## config.mk

```make
export PLATFORM = sky130hd
export DESIGN_NAME = on_off_delay_timer
export DESIGN_NICKNAME = d
export VERILOG_FILES = /design/src/verilog/odt_pkg.sv /design/src/verilog/odt_tick_gen.sv /design/src/verilog/odt_apb_regs.sv /design/src/verilog/on_off_delay_timer.sv
export SDC_FILE = /design/constraint.sdc
export NUM_CORES = 1
export LEC_CHECK = 0
export BUFFER_PORTS_ARGS = -buffer_cell sky130_fd_sc_hd__buf_2
export CAP_MARGIN = 20
export CORE_ASPECT_RATIO = 2
export CORE_UTILIZATION = 25
export DETAILED_ROUTE_END_ITERATION = 10
export HOLD_SLACK_MARGIN = 0.1
export PLACE_DENSITY = 0.48
export REMOVE_ABC_BUFFERS = 1
export SLEW_MARGIN = 20
export SYNTH_ARGS = -nofsm -noshare
export SYNTH_HDL_FRONTEND = slang
export SYNTH_SLANG_ARGS = --single-unit
```

## constraint.sdc

```tcl
create_clock -name mclk -period 17.3 [get_ports mclk]
set_input_delay 1.73 -clock mclk [delete_from_list [all_inputs] [get_ports mclk]]
set_output_delay 1.73 -clock mclk [all_outputs]
set_load 0.05 [all_outputs]
```

## src/verilog/odt_pkg.sv

```systemverilog
package odt_pkg;

    // ------------------------------------------------------------
    // bus map
    // ------------------------------------------------------------
    localparam logic [7:0] ODT_OFS_CTRL   = 8'h00; // unit, source selects, reset
    localparam logic [7:0] ODT_OFS_ONPRE  = 8'h04; // on-delay preset constant
    localparam logic [7:0] ODT_OFS_OFFPRE = 8'h08; // off-delay preset constant
    localparam logic [7:0] ODT_OFS_STAT   = 8'h0c; // output, phase
    localparam logic [7:0] ODT_OFS_ONCNT  = 8'h10; // on-delay elapsed
    localparam logic [7:0] ODT_OFS_OFFCNT = 8'h14; // off-delay elapsed
    localparam logic [7:0] ODT_OFS_SLOT   = 8'h18; // base slot number
    localparam logic [7:0] ODT_OFS_DREG   = 8'h40; // data register window base

    // ------------------------------------------------------------
    // field positions and reset values
    // ------------------------------------------------------------
    localparam int          ODT_CTRL_UNIT_LSB = 0;  // 2 bits
    localparam int          ODT_CTRL_ONSRC    = 2;  // 1: indirect
    localparam int          ODT_CTRL_OFFSRC   = 3;
    localparam int          ODT_CTRL_SWRST    = 4;
    localparam int          ODT_CTRL_ONIDX    = 8;  // 4 bits
    localparam int          ODT_CTRL_OFFIDX   = 12; // 4 bits
    localparam logic [15:0] ODT_RST_ONPRE     = 16'h000a;
    localparam logic [15:0] ODT_RST_OFFPRE    = 16'h000a;
    localparam logic [15:0] ODT_RST_CTRL      = 16'h0000;
    localparam logic [7:0]  ODT_RST_SLOT      = 8'h00;
    localparam logic [7:0]  ODT_SLOT_MAX      = 8'hc6; // 198
    localparam logic [7:0]  ODT_SLOT_MAX_SML  = 8'h62; // 98

    // ------------------------------------------------------------
    // time base
    // ------------------------------------------------------------
    localparam int ODT_CLK_HZ     = 50_000_000;
    localparam int ODT_UNIT_MS    = 1;
    localparam int ODT_CYC_PER_MS = ODT_CLK_HZ / 1000 * ODT_UNIT_MS;

    typedef enum logic [1:0] {
        ODT_U_1S, ODT_U_100MS, ODT_U_10MS, ODT_U_1MS
    } odt_unit_t;

    typedef enum logic [1:0] {
        ODT_IDLE, ODT_ONDLY, ODT_HOLD, ODT_OFFDLY
    } odt_state_t;

    typedef struct packed {
        logic [15:0] onPre;
        logic [15:0] offPre;
        odt_unit_t   unit;
    } odt_cfg_t;

endpackage

```

## src/verilog/odt_tick_gen.sv

```systemverilog
`timescale 1ns/1ns
module odt_tick_gen
    import odt_pkg::*;
#(
    parameter int MS_CYCLES = ODT_CYC_PER_MS
) (
    input  wire logic      mclk,
    input  wire logic      rst,
    input  wire odt_unit_t unit,
    output logic           tick
);
    initial begin
        if (MS_CYCLES < 1) $error("MS_CYCLES must be at least 1");
    end

    logic [31:0] msCnt_r;
    logic [9:0]  msDiv_r;
    logic        msTick;
    logic [9:0]  msLimit;

    assign msTick = (msCnt_r == 32'(MS_CYCLES - 1));

    // ------------------------------------------------------------
    // 1 ms prescaler
    // ------------------------------------------------------------
    always_ff @(posedge mclk or posedge rst) begin
        if (rst) begin
            msCnt_r <= 32'h0;
        end else if (msTick) begin
            msCnt_r <= 32'h0;
        end else begin
            msCnt_r <= msCnt_r + 32'h1;
        end
    end

    // unit picks how many milliseconds per count
    always_comb begin
        case (unit)
            ODT_U_1S:    msLimit = 10'd999;
            ODT_U_100MS: msLimit = 10'd99;
            ODT_U_10MS:  msLimit = 10'd9;
            default:     msLimit = 10'd0;
        endcase
    end

    // a unit change keeps the divider count; a count past the new limit ticks at the next ms
    always_ff @(posedge mclk or posedge rst) begin
        if (rst) begin
            msDiv_r <= 10'h0;
            tick    <= 1'b0;
        end else begin
            tick <= 1'b0;
            if (msTick) begin
                if (msDiv_r >= msLimit) begin
                    msDiv_r <= 10'h0;
                    tick    <= 1'b1;
                end else begin
                    msDiv_r <= msDiv_r + 10'h1;
                end
            end
        end
    end
endmodule

```

## src/verilog/odt_apb_regs.sv

```systemverilog
`timescale 1ns/1ns
module odt_apb_regs
    import odt_pkg::*;
#(
    parameter int NDREG = 16
) (
    input  wire logic        mclk,
    input  wire logic        rst,
    input  wire logic        psel,
    input  wire logic        penable,
    input  wire logic        pwrite,
    input  wire logic [7:0]  paddr,
    input  wire logic [31:0] pwdata,
    output logic      [31:0] prdata,
    output logic             pready,
    output logic             pslverr,
    input  wire logic [31:0] statWord,
    input  wire logic [15:0] onCnt,
    input  wire logic [15:0] offCnt,
    output odt_cfg_t         cfg,
    output logic             swReset
);
    initial begin
        if (NDREG != 16) $error("NDREG must be 16");
    end

    logic [15:0] ctrl_r;
    logic [15:0] onPre_r;
    logic [15:0] offPre_r;
    logic [7:0]  slot_r;
    logic [15:0] dreg_r [NDREG];
    logic        access;
    logic        isDreg;
    logic [3:0]  dIdx;
    logic        hit;
    logic [31:0] rdVal;

    assign access = psel && penable;
    assign isDreg = (paddr >= ODT_OFS_DREG) && (paddr < ODT_OFS_DREG + 8'h40);
    assign dIdx   = paddr[5:2];

    // ------------------------------------------------------------
    // register writes; all storage is volatile flops
    // ------------------------------------------------------------
    always_ff @(posedge mclk or posedge rst) begin
        if (rst) begin
            ctrl_r   <= ODT_RST_CTRL;
            onPre_r  <= ODT_RST_ONPRE;
            offPre_r <= ODT_RST_OFFPRE;
            slot_r   <= ODT_RST_SLOT;
        end else if (access && pwrite) begin
            case (paddr)
                ODT_OFS_CTRL:   ctrl_r   <= pwdata[15:0];
                ODT_OFS_ONPRE:  onPre_r  <= pwdata[15:0];
                ODT_OFS_OFFPRE: offPre_r <= pwdata[15:0];
                // slot number clamps to the last usable pair base
                ODT_OFS_SLOT:   slot_r   <= (pwdata[7:0] > ODT_SLOT_MAX) ?
                                            ODT_SLOT_MAX : pwdata[7:0];
                default: ;
            endcase
        end
    end

    // data registers for indirect presets
    always_ff @(posedge mclk or posedge rst) begin
        if (rst) begin
            for (int i = 0; i < NDREG; i++) dreg_r[i] <= 16'h0;
        end else if (access && pwrite && isDreg && paddr[1:0] == 2'b00) begin
            dreg_r[dIdx] <= pwdata[15:0];
        end
    end

    // preset source: constant or data register by number
    assign cfg.onPre  = ctrl_r[ODT_CTRL_ONSRC]  ? dreg_r[ctrl_r[ODT_CTRL_ONIDX +: 4]]  : onPre_r;
    assign cfg.offPre = ctrl_r[ODT_CTRL_OFFSRC] ? dreg_r[ctrl_r[ODT_CTRL_OFFIDX +: 4]] : offPre_r;
    assign cfg.unit   = odt_unit_t'(ctrl_r[ODT_CTRL_UNIT_LSB +: 2]);
    assign swReset    = ctrl_r[ODT_CTRL_SWRST];

    always_comb begin
        hit   = 1'b1;
        rdVal = 32'h0;
        if (isDreg && paddr[1:0] == 2'b00) begin
            rdVal = {16'h0, dreg_r[dIdx]};
        end else begin
            case (paddr)
                ODT_OFS_CTRL:   rdVal = {16'h0, ctrl_r};
                ODT_OFS_ONPRE:  rdVal = {16'h0, onPre_r};
                ODT_OFS_OFFPRE: rdVal = {16'h0, offPre_r};
                ODT_OFS_STAT:   rdVal = statWord;
                ODT_OFS_ONCNT:  rdVal = {16'h0, onCnt};
                ODT_OFS_OFFCNT: rdVal = {16'h0, offCnt};
                ODT_OFS_SLOT:   rdVal = {24'h0, slot_r};
                default:        hit   = 1'b0;
            endcase
        end
    end

    // no wait state: ready in the first access cycle, unmapped gives pslverr
    always_ff @(posedge mclk or posedge rst) begin
        if (rst) begin
            prdata  <= 32'h0;
            pready  <= 1'b0;
            pslverr <= 1'b0;
        end else begin
            pready  <= psel && !penable;
            pslverr <= psel && !penable && !hit;
            prdata  <= (psel && !penable && !pwrite) ? rdVal : 32'h0;
        end
    end
endmodule

```

## src/verilog/on_off_delay_timer.sv

```systemverilog
`timescale 1ns/1ns
module on_off_delay_timer
    import odt_pkg::*;
#(
    parameter int MS_CYCLES = ODT_CYC_PER_MS
) (
    input  wire logic        mclk,
    input  wire logic        rst,
    input  wire logic        psel,
    input  wire logic        penable,
    input  wire logic        pwrite,
    input  wire logic [7:0]  paddr,
    input  wire logic [31:0] pwdata,
    output logic      [31:0] prdata,
    output logic             pready,
    output logic             pslverr,
    input  wire logic        execution_in,
    input  wire logic        timerReset,
    output logic             timerOut
);
    odt_cfg_t    cfg;
    logic        swReset;
    logic        tick;
    logic        clr;
    logic        execPrev_r;
    logic [15:0] onCnt_r;
    logic [15:0] offCnt_r;
    odt_state_t  state_r;
    logic [31:0] statWord;

    // ------------------------------------------------------------
    // register slave and time base
    // ------------------------------------------------------------
    odt_apb_regs u_regs (
        .mclk     (mclk),
        .rst      (rst),
        .psel     (psel),
        .penable  (penable),
        .pwrite   (pwrite),
        .paddr    (paddr),
        .pwdata   (pwdata),
        .prdata   (prdata),
        .pready   (pready),
        .pslverr  (pslverr),
        .statWord (statWord),
        .onCnt    (onCnt_r),
        .offCnt   (offCnt_r),
        .cfg      (cfg),
        .swReset  (swReset)
    );

    odt_tick_gen #(.MS_CYCLES(MS_CYCLES)) u_tick (
        .mclk (mclk),
        .rst  (rst),
        .unit (cfg.unit),
        .tick (tick)
    );

    // bench ties timerReset low when unused; either source clears
    assign clr = timerReset || swReset;

    assign statWord = {28'h0, 2'(state_r), 1'b0, timerOut};

    always_ff @(posedge mclk or posedge rst) begin
        if (rst) begin
            execPrev_r <= 1'b0;
        end else begin
            execPrev_r <= execution_in;
        end
    end

    // ------------------------------------------------------------
    // sequencing; presets compared live so changes act at once
    // ------------------------------------------------------------
    always_ff @(posedge mclk or posedge rst) begin
        if (rst) begin
            state_r  <= ODT_IDLE;
            onCnt_r  <= 16'h0;
            offCnt_r <= 16'h0;
            timerOut <= 1'b0;
        end else if (clr) begin
            state_r  <= ODT_IDLE; // reset beats everything
            onCnt_r  <= 16'h0;
            offCnt_r <= 16'h0;
            timerOut <= 1'b0;
        end else begin
            case (state_r)
                ODT_IDLE: begin
                    // only a rising edge arms, a held-high input does nothing
                    if (execution_in && !execPrev_r) begin
                        onCnt_r <= 16'h0;
                        state_r <= ODT_ONDLY;
                    end
                end
                ODT_ONDLY: begin
                    if (!execution_in) begin
                        state_r <= ODT_IDLE;
                    end else if (onCnt_r >= cfg.onPre) begin
                        timerOut <= 1'b1;
                        state_r  <= ODT_HOLD;
                    end else if (tick) begin
                        onCnt_r <= onCnt_r + 16'h1;
                    end
                end
                ODT_HOLD: begin
                    if (!execution_in) begin
                        offCnt_r <= 16'h0;
                        state_r  <= ODT_OFFDLY;
                    end
                end
                ODT_OFFDLY: begin
                    if (execution_in) begin
                        offCnt_r <= 16'h0;
                        state_r  <= ODT_HOLD;
                    end else if (offCnt_r >= cfg.offPre) begin
                        timerOut <= 1'b0;
                        onCnt_r  <= 16'h0;
                        state_r  <= ODT_IDLE;
                    end else if (tick) begin
                        offCnt_r <= offCnt_r + 16'h1;
                    end
                end
                default: state_r <= ODT_IDLE;
            endcase
        end
    end
endmodule

```

Word-level counts from Yosys, hierarchy flattened
Index checks and enable logic that the tools add are counted.
{ "op_classes": {"reduce_logical": 32, "bitwise": 3, "muxes": 53, "eq_ne": 24, "magnitude_cmp": 10, "addsub": 4} }
{ "op_table": {"columns": ["cell", "count"], "rows": [
  ["16-bit two-way mux", 21],
  ["256-bit bitwise mux", 1],
  ["16-bit binary-select mux with 4-bit select", 3],
  ["16-bit case mux with 7 select lines", 1],
  ["32-bit two-way mux", 3],
  ["16-bit demux with 4-bit select", 1],
  ["16-bit case mux with 3 select lines", 1],
  ["16-bit by 1-bit adder with 16-bit output (second input constant)", 2],
  ["32-bit by 1-bit adder with 32-bit output (second input constant)", 1],
  ["32-bit by 16-bit equality test with 1-bit output (second input constant)", 1],
  ["16-bit >= comparator", 2],
  ["16-bit case mux with 2 select lines", 1],
  ["10-bit case mux with 3 select lines", 1],
  ["8-bit by 5-bit equality test with 1-bit output (second input constant)", 3],
  ["3-bit != test (second input constant)", 7],
  ["8-bit by 4-bit equality test with 1-bit output (second input constant)", 2],
  ["5-bit >= comparator (second input constant)", 3],
  ["4-bit NOT with 5-bit output", 3],
  ["2-bit two-way mux", 7],
  ["4-bit != test (second input constant)", 3],
  ["1-bit logical AND", 11],
  ["10-bit by 1-bit adder with 10-bit output (second input constant)", 1],
  ["10-bit >= comparator", 1],
  ["10-bit two-way mux", 1],
  ["other kinds (24)", 45]
]} }
{ "totals": {"output_inout_bits": 35, "inputBits": 47, "ff_bits": 425} }

Depth between registers and ports, before layout
Gate-level depths: netlist of the first run.
{ "depth": {"ltp_word": 10, "mapped_depth": 14, "depth_no_buf": 10} }

Cells and area by module
From an unflattened synthesis of the first run, not the netlist that was laid out.
{ "hier_totals": {"hier_cells": 2040, "hier_area_um2": 25794.7} }
{ "by_module_without_submodules": {"columns": ["mod", "area_per_inst_um2", "n_inst", "cells_each"], "rows": [
  ["odt_apb_regs", 20324.5, 1, 1429],
  ["on_off_delay_timer", 3143.0, 1, 380],
  ["odt_tick_gen", 2327.2, 1, 231]
]} }

Least setup slack after synthesis of the first run
No wires, ideal clock.
{ "synth_timing": {"path_type": "register to register", "from": "register u_regs.ctrl_r[9]", "to": "register onCnt_r[15]", "setup_time_ps": 69, "period_less_slack_ps": 3979, "path_stages_with_launch": 13, "slack_ps": 13321, "arrival_time_ps": 3910, "path_cell_list": "dfrtp_1 buf_2 clkbuf_1 mux4_2 mux4_2 mux2_2 ha_1 nand2b_1 a2111oi_4 o31a_1 nand4_1 or4_1 nand3_1"} }
{ "synth_between": {"elab_chain_cells": 8} }
{ "synth_lines": {"columns": ["item", "line", "rtl"], "rows": [
  ["start: declaration", "odt_apb_regs.sv:27", "logic [15:0] ctrl_r;"],
  ["start signal: assignment", "odt_apb_regs.sv:53", "ODT_OFS_CTRL: ctrl_r <= pwdata[15:0];"],
  ["4-bit NOT with 5-bit output (implied by the code)", "odt_apb_regs.sv:74", "assign cfg.onPre = ctrl_r[ODT_CTRL_ONSRC] ? dreg_r[ctrl_r[ODT_CTRL_ONIDX +: 4]] : onPre_r;"],
  ["16-bit binary-select mux with 4-bit select", "odt_apb_regs.sv:74", null],
  ["16-bit two-way mux (implied by the code) (2 in a row)", "odt_apb_regs.sv:74", null],
  ["16-bit two-way mux", "odt_apb_regs.sv:74", null],
  ["16-bit >= comparator", "on_off_delay_timer.sv:98", "end else if (onCnt_r >= cfg.onPre) begin"],
  ["3-bit != test (no source line)", null, null],
  ["7-bit AND reduction (no source line)", null, null],
  ["end signal: assignment", "on_off_delay_timer.sv:102", "onCnt_r <= onCnt_r + 16'h1;"],
  ["end: declaration", "on_off_delay_timer.sv:26", "logic [15:0] onCnt_r;"]
]} }
No other way between the ends. The select of a mux whose other input is x is not followed.
A chain may end at the register's enable or synchronous reset.

Worst setup path after layout of the first run
{ "layout_timing": {"from": "register u_regs.ctrl_r[8]", "to": "register onCnt_r[11]"} }
Same word-level chain as after synthesis.

==> results of run 1 <==
## flip-flops by register name, summed over array words and instances, names as in the netlist
name	cells
execPrev_r	1
offCnt_r	16
onCnt_r	16
state_r	2
timerOut	1
u_regs.ctrl_r	16
u_regs.dreg_r	256
u_regs.offPre_r	16
u_regs.onPre_r	16
u_regs.prdata	16
u_regs.pready	1
u_regs.pslverr	1
u_regs.slot_r	8
u_tick.msCnt_r	32
u_tick.msDiv_r	10
u_tick.tick	1
## how the worst max path moves through the flow
stage | startpoint | to | slack, ns | cells past startpoint
after CTS | u_regs.ctrl_r[12]$_DFFE_PP0P_ | onCnt_r[12]$_DFFE_PP0P_ | 11.85 | 11
after global routing | u_regs.ctrl_r[8]$_DFFE_PP0P_ | onCnt_r[15]$_DFFE_PP0P_ | 11.67 | 11
final | u_regs.ctrl_r[8]$_DFFE_PP0P_ | onCnt_r[11]$_DFFE_PP0P_ | 11.85 | 11
after floorplan | rst | execPrev_r$_DFF_PP0_ | 4.20 | 1
after global placement | u_regs.ctrl_r[8]$_DFFE_PP0P_ | onCnt_r[12]$_DFFE_PP0P_ | 11.88 | 11
after detailed placement | u_regs.ctrl_r[12]$_DFFE_PP0P_ | onCnt_r[12]$_DFFE_PP0P_ | 11.87 | 11
## area by class of cell
cell class	count	area share [%]
inverter	21	0.3132
sequential	409	37.20
clock buffer	59	4.530
antenna	4	0.03631
multi-input combinational	1244	49.22
timing repair buffer	89	2.029
tap	1312	5.955
clock inverter	19	0.7126
## cells in the final DEF, fill, tap and decap left out, types with 7 or more instances in the layout
cell / netlist / layout
dfrtp_1: 405 / 400
mux2_2: 310 / 310
mux4_2: 240 / 240
nand2_1: 93 / 91
nand3_1: 55 / 54
nor2_1: 52 / 50
ha_1: 49 / 49
buf_2: 42 / 48
a21oi_1: 46 / 46
clkbuf_16: 0 / 45
mux2i_1: 41 / 41
buf_4: 28 / 38
o21ai_0: 29 / 29
a22oi_1: 20 / 20
and3_1: 19 / 19
inv_1: 20 / 19
nor3_1: 18 / 18
nand4_1: 17 / 17
xnor2_1: 17 / 17
conb_1: 1 / 16
or4_1: 16 / 15
o22ai_1: 15 / 15
nand2b_1: 14 / 14
nor4_1: 14 / 13
nor3b_1: 12 / 12
xor2_1: 12 / 12
nor2_2: 9 / 11
o211ai_1: 11 / 11
a31oi_1: 11 / 11
o31ai_1: 9 / 9
and4_1: 7 / 7
a21o_1: 7 / 7
a221oi_1: 7 / 7
clkinv_2: 0 / 7
clkbuf_1: 63 / 7
clkbuf_8: 0 / 7
## power groups by stage
stage               logic (uW)  registers (uW)  clock network, uW
floorplan                  102            1000                  0
global placement           175            1000                  0
detailed placement         178            1010                  0
CTS                        179             987               1010
global route               192             989               1040
finish                     177             987                983
## kinds of logic after synthesis
group | count (synthesis)
AO/OA/AOI/OAI | 193
XOR/XNOR | 29
adder cells (fa/ha/maj) | 49
buffers and inverters | 183
flip-flops | 409
multiplexers | 591
other | 1
AND/OR/NAND/NOR | 366
## worst max-delay path, cell delays in order (launching register included)
cell      delay [ns]
dfrtp_4         0.88
buf_4           0.67
mux4_2          0.59
mux4_2          0.50
mux2i_1         0.45
ha_1            0.36
a21oi_1         0.15
o21ai_0         0.19
a22o_1          0.36
nor3_1          0.56
nand4_1         0.32
o211ai_1        0.25
## per-stage QoR
stage / total power, uW / hold WS, ns / util (%) / std cells / setup slack, ns
floorplan: 1107 / 0.4251 / - / 1674 / 4.197
global route: 2221 / 0.4968 / 28.27 / 3154 / 11.67
CTS: 2175 / 0.4643 / 28.25 / 3152 / 11.85
global placement: 1179 / 0.4394 / 26.77 / 3074 / 11.88
finish: 2147 / 0.4598 / 28.28 / 3157 / 11.85
detailed placement: 1184 / 0.4555 / 26.77 / 3074 / 11.87
## layer usage
layer  track usage [%]  part of all wire [%]  up-vias
li1                  -                     -     7066
met1             17.86                    36     8922
met2             30.22                    54      474
met3             1.811                   3.4      205
met4             10.52                   6.9        6
met5                 0                 0.051        -
==> results.md, run 1 <==
* Status: finished clean
* Vias per std cell at 5.281
* Dpl cell area at 0.02610 sq mm
* Reg2reg start: u_regs.ctrl_r[8]$_DFFE_PP0P_
* IO Count at between 80 and 90
* CTS sink cnt at about 400
* Multi-input logic area at 0.01357 sq mm
* Synth Area in Compound Gates at 5.379%
* Critical path startpoint category: flop
* Crit path time final at around 5.4 ns
* Design Area, Final at between 0.02 and 0.03 sq mm
* Synthesized area per cell at around 14 sq um
* CTS tree: yes
* Detail Route Antenna Nets at 0
* CTS Buf Count at 42
* Layout cells sized above 1 at 41.23%
* Synth area leaders: dfrtp_1, mux4_2, mux2_2
* # nets final at 1903
* Detailed Route Iter0 Violations at 1055
* DR WL/cell at 25.61 um
* Slew margin rel. at 21.18%
* Synth Area in Adders at 2.494%
* Commonest register cell after synthesis: dfrtp_1
* Hold_buf cts at 0
* Combinational share of power at 8.2%
* Die H at 445.5 um
* Core Region at about 0.097 sq mm
* Main combinational cell family by area after synthesis: multiplexers
* First-pass GRT wire length at about 120000 um
* Syn Inst Count at 1821
* Yosys Warn Count at 0
* Switching share of power at 26.39%
* Clock Skew at 0.02118 ns
* Die X at around 220 um
* RSZ-0062 raised after global routing: no
* Longest Clk Path Bufs at 3
* Initial antenna violation count at 5
* Required time worst endpoint at 17.80 ns
* Vias in the first global route at 17820
* FFs w/ async S/R, synth at 100.0%
* Yosys top cell area share at 41.22%
* DR DRC count at 0
* Total iterations of the first detailed-routing run at 5
* Most frequent cells after synthesis: dfrtp_1, mux2_2, mux4_2
* Internal power at 1580 uW
* Max cap viols at 0
* Area leader, netlist: dfrtp_1
* PD cells at 77.88 mW/mm^2
* Fraction of the mapped netlist area in simple logic gates at around 8%
* Final hold violations at 0
* R2r setup slk at roughly 12 ns
* Final Cycle Share at 31.48%
* Post-synthesis register bit count at 409
* I/O Buffers at 49
* H-Tree Depth at 2
* Routed via count at around 17000
* Clock Pin Slew Worst Setup and Hold Paths at 0.06 ns
* Post-CTS Setup Inserts at 0
* GRT Resource Usage Total at 16.48%
* Gp weighted congestion at 0.8778
* Worst setup EP type: flop
* Maximum VDD drop at approximately 0.064 mV
* Cell Area, Synth at 0.02459 sq mm
* Initial Utilization at 25.22%
* Hold Startpoint: u_tick.msCnt_r[0]$_DFF_PP0_
* Fillcell total at 9845
* Post-synth EDFFs at 0
* Largest net degree at the start of global routing at between 100 and 150
* Die area at 0.09968 sq mm
* Sink of the worst hold path: u_tick.msCnt_r[0]$_DFF_PP0_
* Worst reg-to-reg path cell count at 11
* Post-Synth XOR/XNOR Area at 1.033%
* Netlist cell types at between 70 and 80
* Row Count at between 150 and 200
* Max Slew Vio Count at 0
* Setup_tns at 0 ns
* Data arrival, critical path at 5.94 ns
* Post-CTS sizing at 0
* Total Wirelength at between 80000 and 90000 um
* Net Sw Power at 566.5 uW
* Max Fanout on Critical Path at 34
* Peak clock frequency supported by timing at 183.6 MHz
* Post-DP HPWL at approximately 56000 um
* Final setup viols at 0
* Hold WC Path Type: flop to flop
* Seq/Total Area, Yosys at roughly two fifths
* Area delta synth->final at 12.13%
* Worst slew pin tran at about 1.2 ns
* Mux share of post-synthesis cell area at between 30% and 40%
* Leak Pwr at ~0.011 uW
* Clk_lat worst skew at 0.59 ns
* Clk network pwr share at a little under half
* WS Path Type: flop to flop
* Reg power frac at 46.0%
* Most common cell in the netlist: dfrtp_1
* Worst r2r dst: onCnt_r[11]$_DFFE_PP0P_
* Gr ovfl total at 0
* Worst hold path depth at 1
* Clk root buf: clkbuf_16
* FF+latch area at 0.01026 sq mm
No activity file was read; power rests on OpenSTA's default activity.
==> inputs of run 2 (changes only) <==
==> constraint.sdc (replaced) <==
create_clock -name mclk -period 5.1 [get_ports mclk]
set_input_delay 0.51 -clock mclk [delete_from_list [all_inputs] [get_ports mclk]]
set_output_delay 0.51 -clock mclk [all_outputs]
set_load 0.05 [all_outputs]
==> run 2 against run 1 <==
Effect of this change:
- clock skew increased by 0.018 ns
- largest cell class unchanged
- setup slack got worse by 11 ns
- fmax increased by 15%
- highest routed layer unchanged
==> results.md, run 2 (synthesis gave the netlist of run 1 again) <==
* Total Wirelength at 83140 um (+2.8%)
* Final Cycle Share at 92.79% (+61 points)
* Required time worst endpoint at 5.54 ns (-12.26 ns)
* # nets final at 1940 (+1.9%)
* PD cells at 259.6 mW/mm^2 (+230%)
* Vias per std cell at 5.285 (about the same)
* DR DRC count at 0 (unchanged)
* First-pass GRT wire length at 123400 um (+1.6%)
* Leak Pwr at 0.01175 uW (+2.2%)
* Commonest non-fill, non-tap cells in the layout: dfrtp_1, mux2_2, mux4_2
* Worst setup EP type: flop
* H-Tree Depth at 2 (unchanged)
* Post-DP HPWL at 58290 um (+4.6%)
* Die area at 0.09968 sq mm (unchanged)
* Peak clock frequency supported by timing at 211.3 MHz (+15%)
* Largest net degree at the start of global routing at 106 (-15%)
* Die X at 223.7 um (unchanged)
* Routed via count at 16860 (+1.1%)
* Largest Register: u_regs.dreg_r
* Combinational share of power at 8.4% (+0.2 points)
* Clock Pin Slew Worst Setup and Hold Paths at 0.07 ns (about the same)
* CTS sink cnt at 409 (unchanged)
* Data arrival, critical path at 5.17 ns (-0.77 ns)
* Detail Route Antenna Nets at 0 (unchanged)
* Leading cell type in the layout, fill and taps excluded: dfrtp_1
* Net Sw Power at 1897 uW (+230%)
* Max cap viols at 0 (unchanged)
* Maximum VDD drop at 0.1958 mV (+210%)
* Final setup viols at 0 (unchanged)
* DR WL/cell at 26.06 um (+1.7%)
* Max Fanout on Critical Path at 25 (-26%)
* Final setup margin at 0.3679 ns (-11.49 ns)
* RSZ-0062 raised after global routing: no
* Status: finished clean
* Internal power at 5361 uW (+240%)
* IO Count at 82 (unchanged)
* Row Count at 162 (unchanged)
* Slew margin rel. at 21.45% (+0.26 points)
* Critical path startpoint category: flop
* Max reg flops at 256 (unchanged)
* Vias in the first global route at 17980 (+0.86%)
* Biggest regs: u_regs.dreg_r (256), u_tick.msCnt_r (32)
* Reg power frac at 46.2% (+0.2 points)
* Worst slew pin tran at 1.178 ns (+0.0003811 ns)
* GRT Resource Usage Total at 16.87% (+0.39 points)
* Pre-CTS WS at 0.3729 ns (-11.50 ns)
* Max Slew Vio Count at 0 (unchanged)
* Layout cells sized above 1 at 42.16% (+0.94 points)
* Detailed Route Iter0 Violations at 1006 (-4.6%)
* Final hold violations at 0 (unchanged)
* CTS tree: yes
* Initial antenna violation count at 5 (unchanged)
* WS Path Type: flop to flop
* Switching share of power at 26.14% (-0.25 points)
* Clk network pwr share at 45.4% (-0.4 points)
* Longest Clk Path Bufs at 3 (unchanged)
* Gr ovfl total at 0 (unchanged)
* Die H at 445.5 um (unchanged)
* Clk_lat worst skew at 0.59 ns (about the same)
* Area delta synth->final at 13.72%
* Gp weighted congestion at 0.8577 (-2.3%)
* Crit path time final at 4.732 ns (-0.7137 ns)
* Initial Utilization at 25.22% (unchanged)
* Final core utilization at 28.68% (+0.40 points)
* Hold WC Path Type: primary input to async pin
* Clk root buf: clkbuf_16
* CTS Buf Count at 42 (unchanged)
* Core Region at 0.09750 sq mm (unchanged)
* Total iterations of the first detailed-routing run at 5 (unchanged)
* Post-CTS sizing at 0 (unchanged)
* I/O Buffers at 49 (unchanged)
* Clock Skew at 0.03907 ns (+0.01789 ns)
==> run 2: changes by cell type in the layout (fill, tap and decap cells not counted), sizes merged <==
cell	change
clkinv	+7
clkinvlp	-6
diode	-1
bufinv	+2
buf	+36
dlygate4sd3	+1
clkbuf	-5
==> run 2: path summary, 6_finish.rpt <==
path                            cells after the start  slack (ns)                              to                     startpoint
max in group asynchronous                           3        3.82  u_regs.dreg_r[223]$_DFFE_PP0P_                            rst
worst max register to register                     12        0.37         onCnt_r[10]$_DFFE_PP0P_  u_regs.ctrl_r[12]$_DFFE_PP0P_
min in group mclk                                   1        0.14            execPrev_r$_DFF_PP0_                   execution_in
worst min-delay path                                2        0.08   u_regs.onPre_r[5]$_DFFE_PP0P_                            rst
worst min register to register                      1        0.45     u_tick.msCnt_r[0]$_DFF_PP0_    u_tick.msCnt_r[0]$_DFF_PP0_
worst max-delay path                               12        0.37         onCnt_r[10]$_DFFE_PP0P_  u_regs.ctrl_r[12]$_DFFE_PP0P_
==> run 2: routing by layer <==
layer / share of wire, % / global-route usage [%]
met5: 0.032 / 0
met4: 6.5 / 10.15
met3: 4.5 / 1.943
met2: 54 / 31.20
met1: 35 / 18.26
==> run 2: final cells by class <==
type | instances | area (sq um)
fillers | 9844 | 69540
multi-input cells | 1244 | 13560
flip-flops and latches | 409 | 10250
well taps | 1312 | 1642
clock buffers | 54 | 1157
repair buffers | 126 | 997.2
clock inverters | 22 | 249.0
inverters | 21 | 86.33
diodes | 3 | 7.507
==> run 2: per-stage QoR <==
step / hold slack, ns / instances / instance area (sq um) / TNS, ns / total power (uW)
3_5_place_dp: 0.4466 / 3111 / 26530 / 0 / 4023
6_report: 0.08121 / 3191 / 27960 / 0 / 7257
2_1_floorplan: 0.4251 / 1674 / 23850 / -2781.74 / 3754
4_1_cts: 0.1108 / 3188 / 27950 / 0 / 7359
3_3_place_gp: 0.4374 / 3111 / 26530 / 0 / 4011
5_1_grt: 0.1349 / 3189 / 27950 / 0 / 7512
==> run 2: repair_timing <==
| item | in CTS | in global routing |
|---|---|---|
| hold buffers | 1 | 0 |
| buffers inserted | 0 | 0 |
| endpoints found under the hold margin | 2 | 0 |
| endpoints found under the setup margin | 0 | 0 |
==> run 2: power groups by stage <==
stage / clock (uW) / combinational [uW] / sequential [uW]
finish: 3300 / 609 / 3350
global route: 3500 / 661 / 3350
CTS: 3400 / 615 / 3350
detailed placement: 0 / 613 / 3410
global placement: 0 / 605 / 3410
floorplan: 0 / 347 / 3410
==> run 2: critical path: stages (launching register included) <==
cell	delay, ns
dfrtp_4	0.80
buf_12	0.27
mux4_2	0.54
mux4_2	0.56
mux2i_1	0.21
buf_4	0.18
ha_1	0.13
nand4_1	0.14
or3_1	0.40
or4_1	0.48
a41o_1	0.44
nand2_1	0.29
a31oi_1	0.12
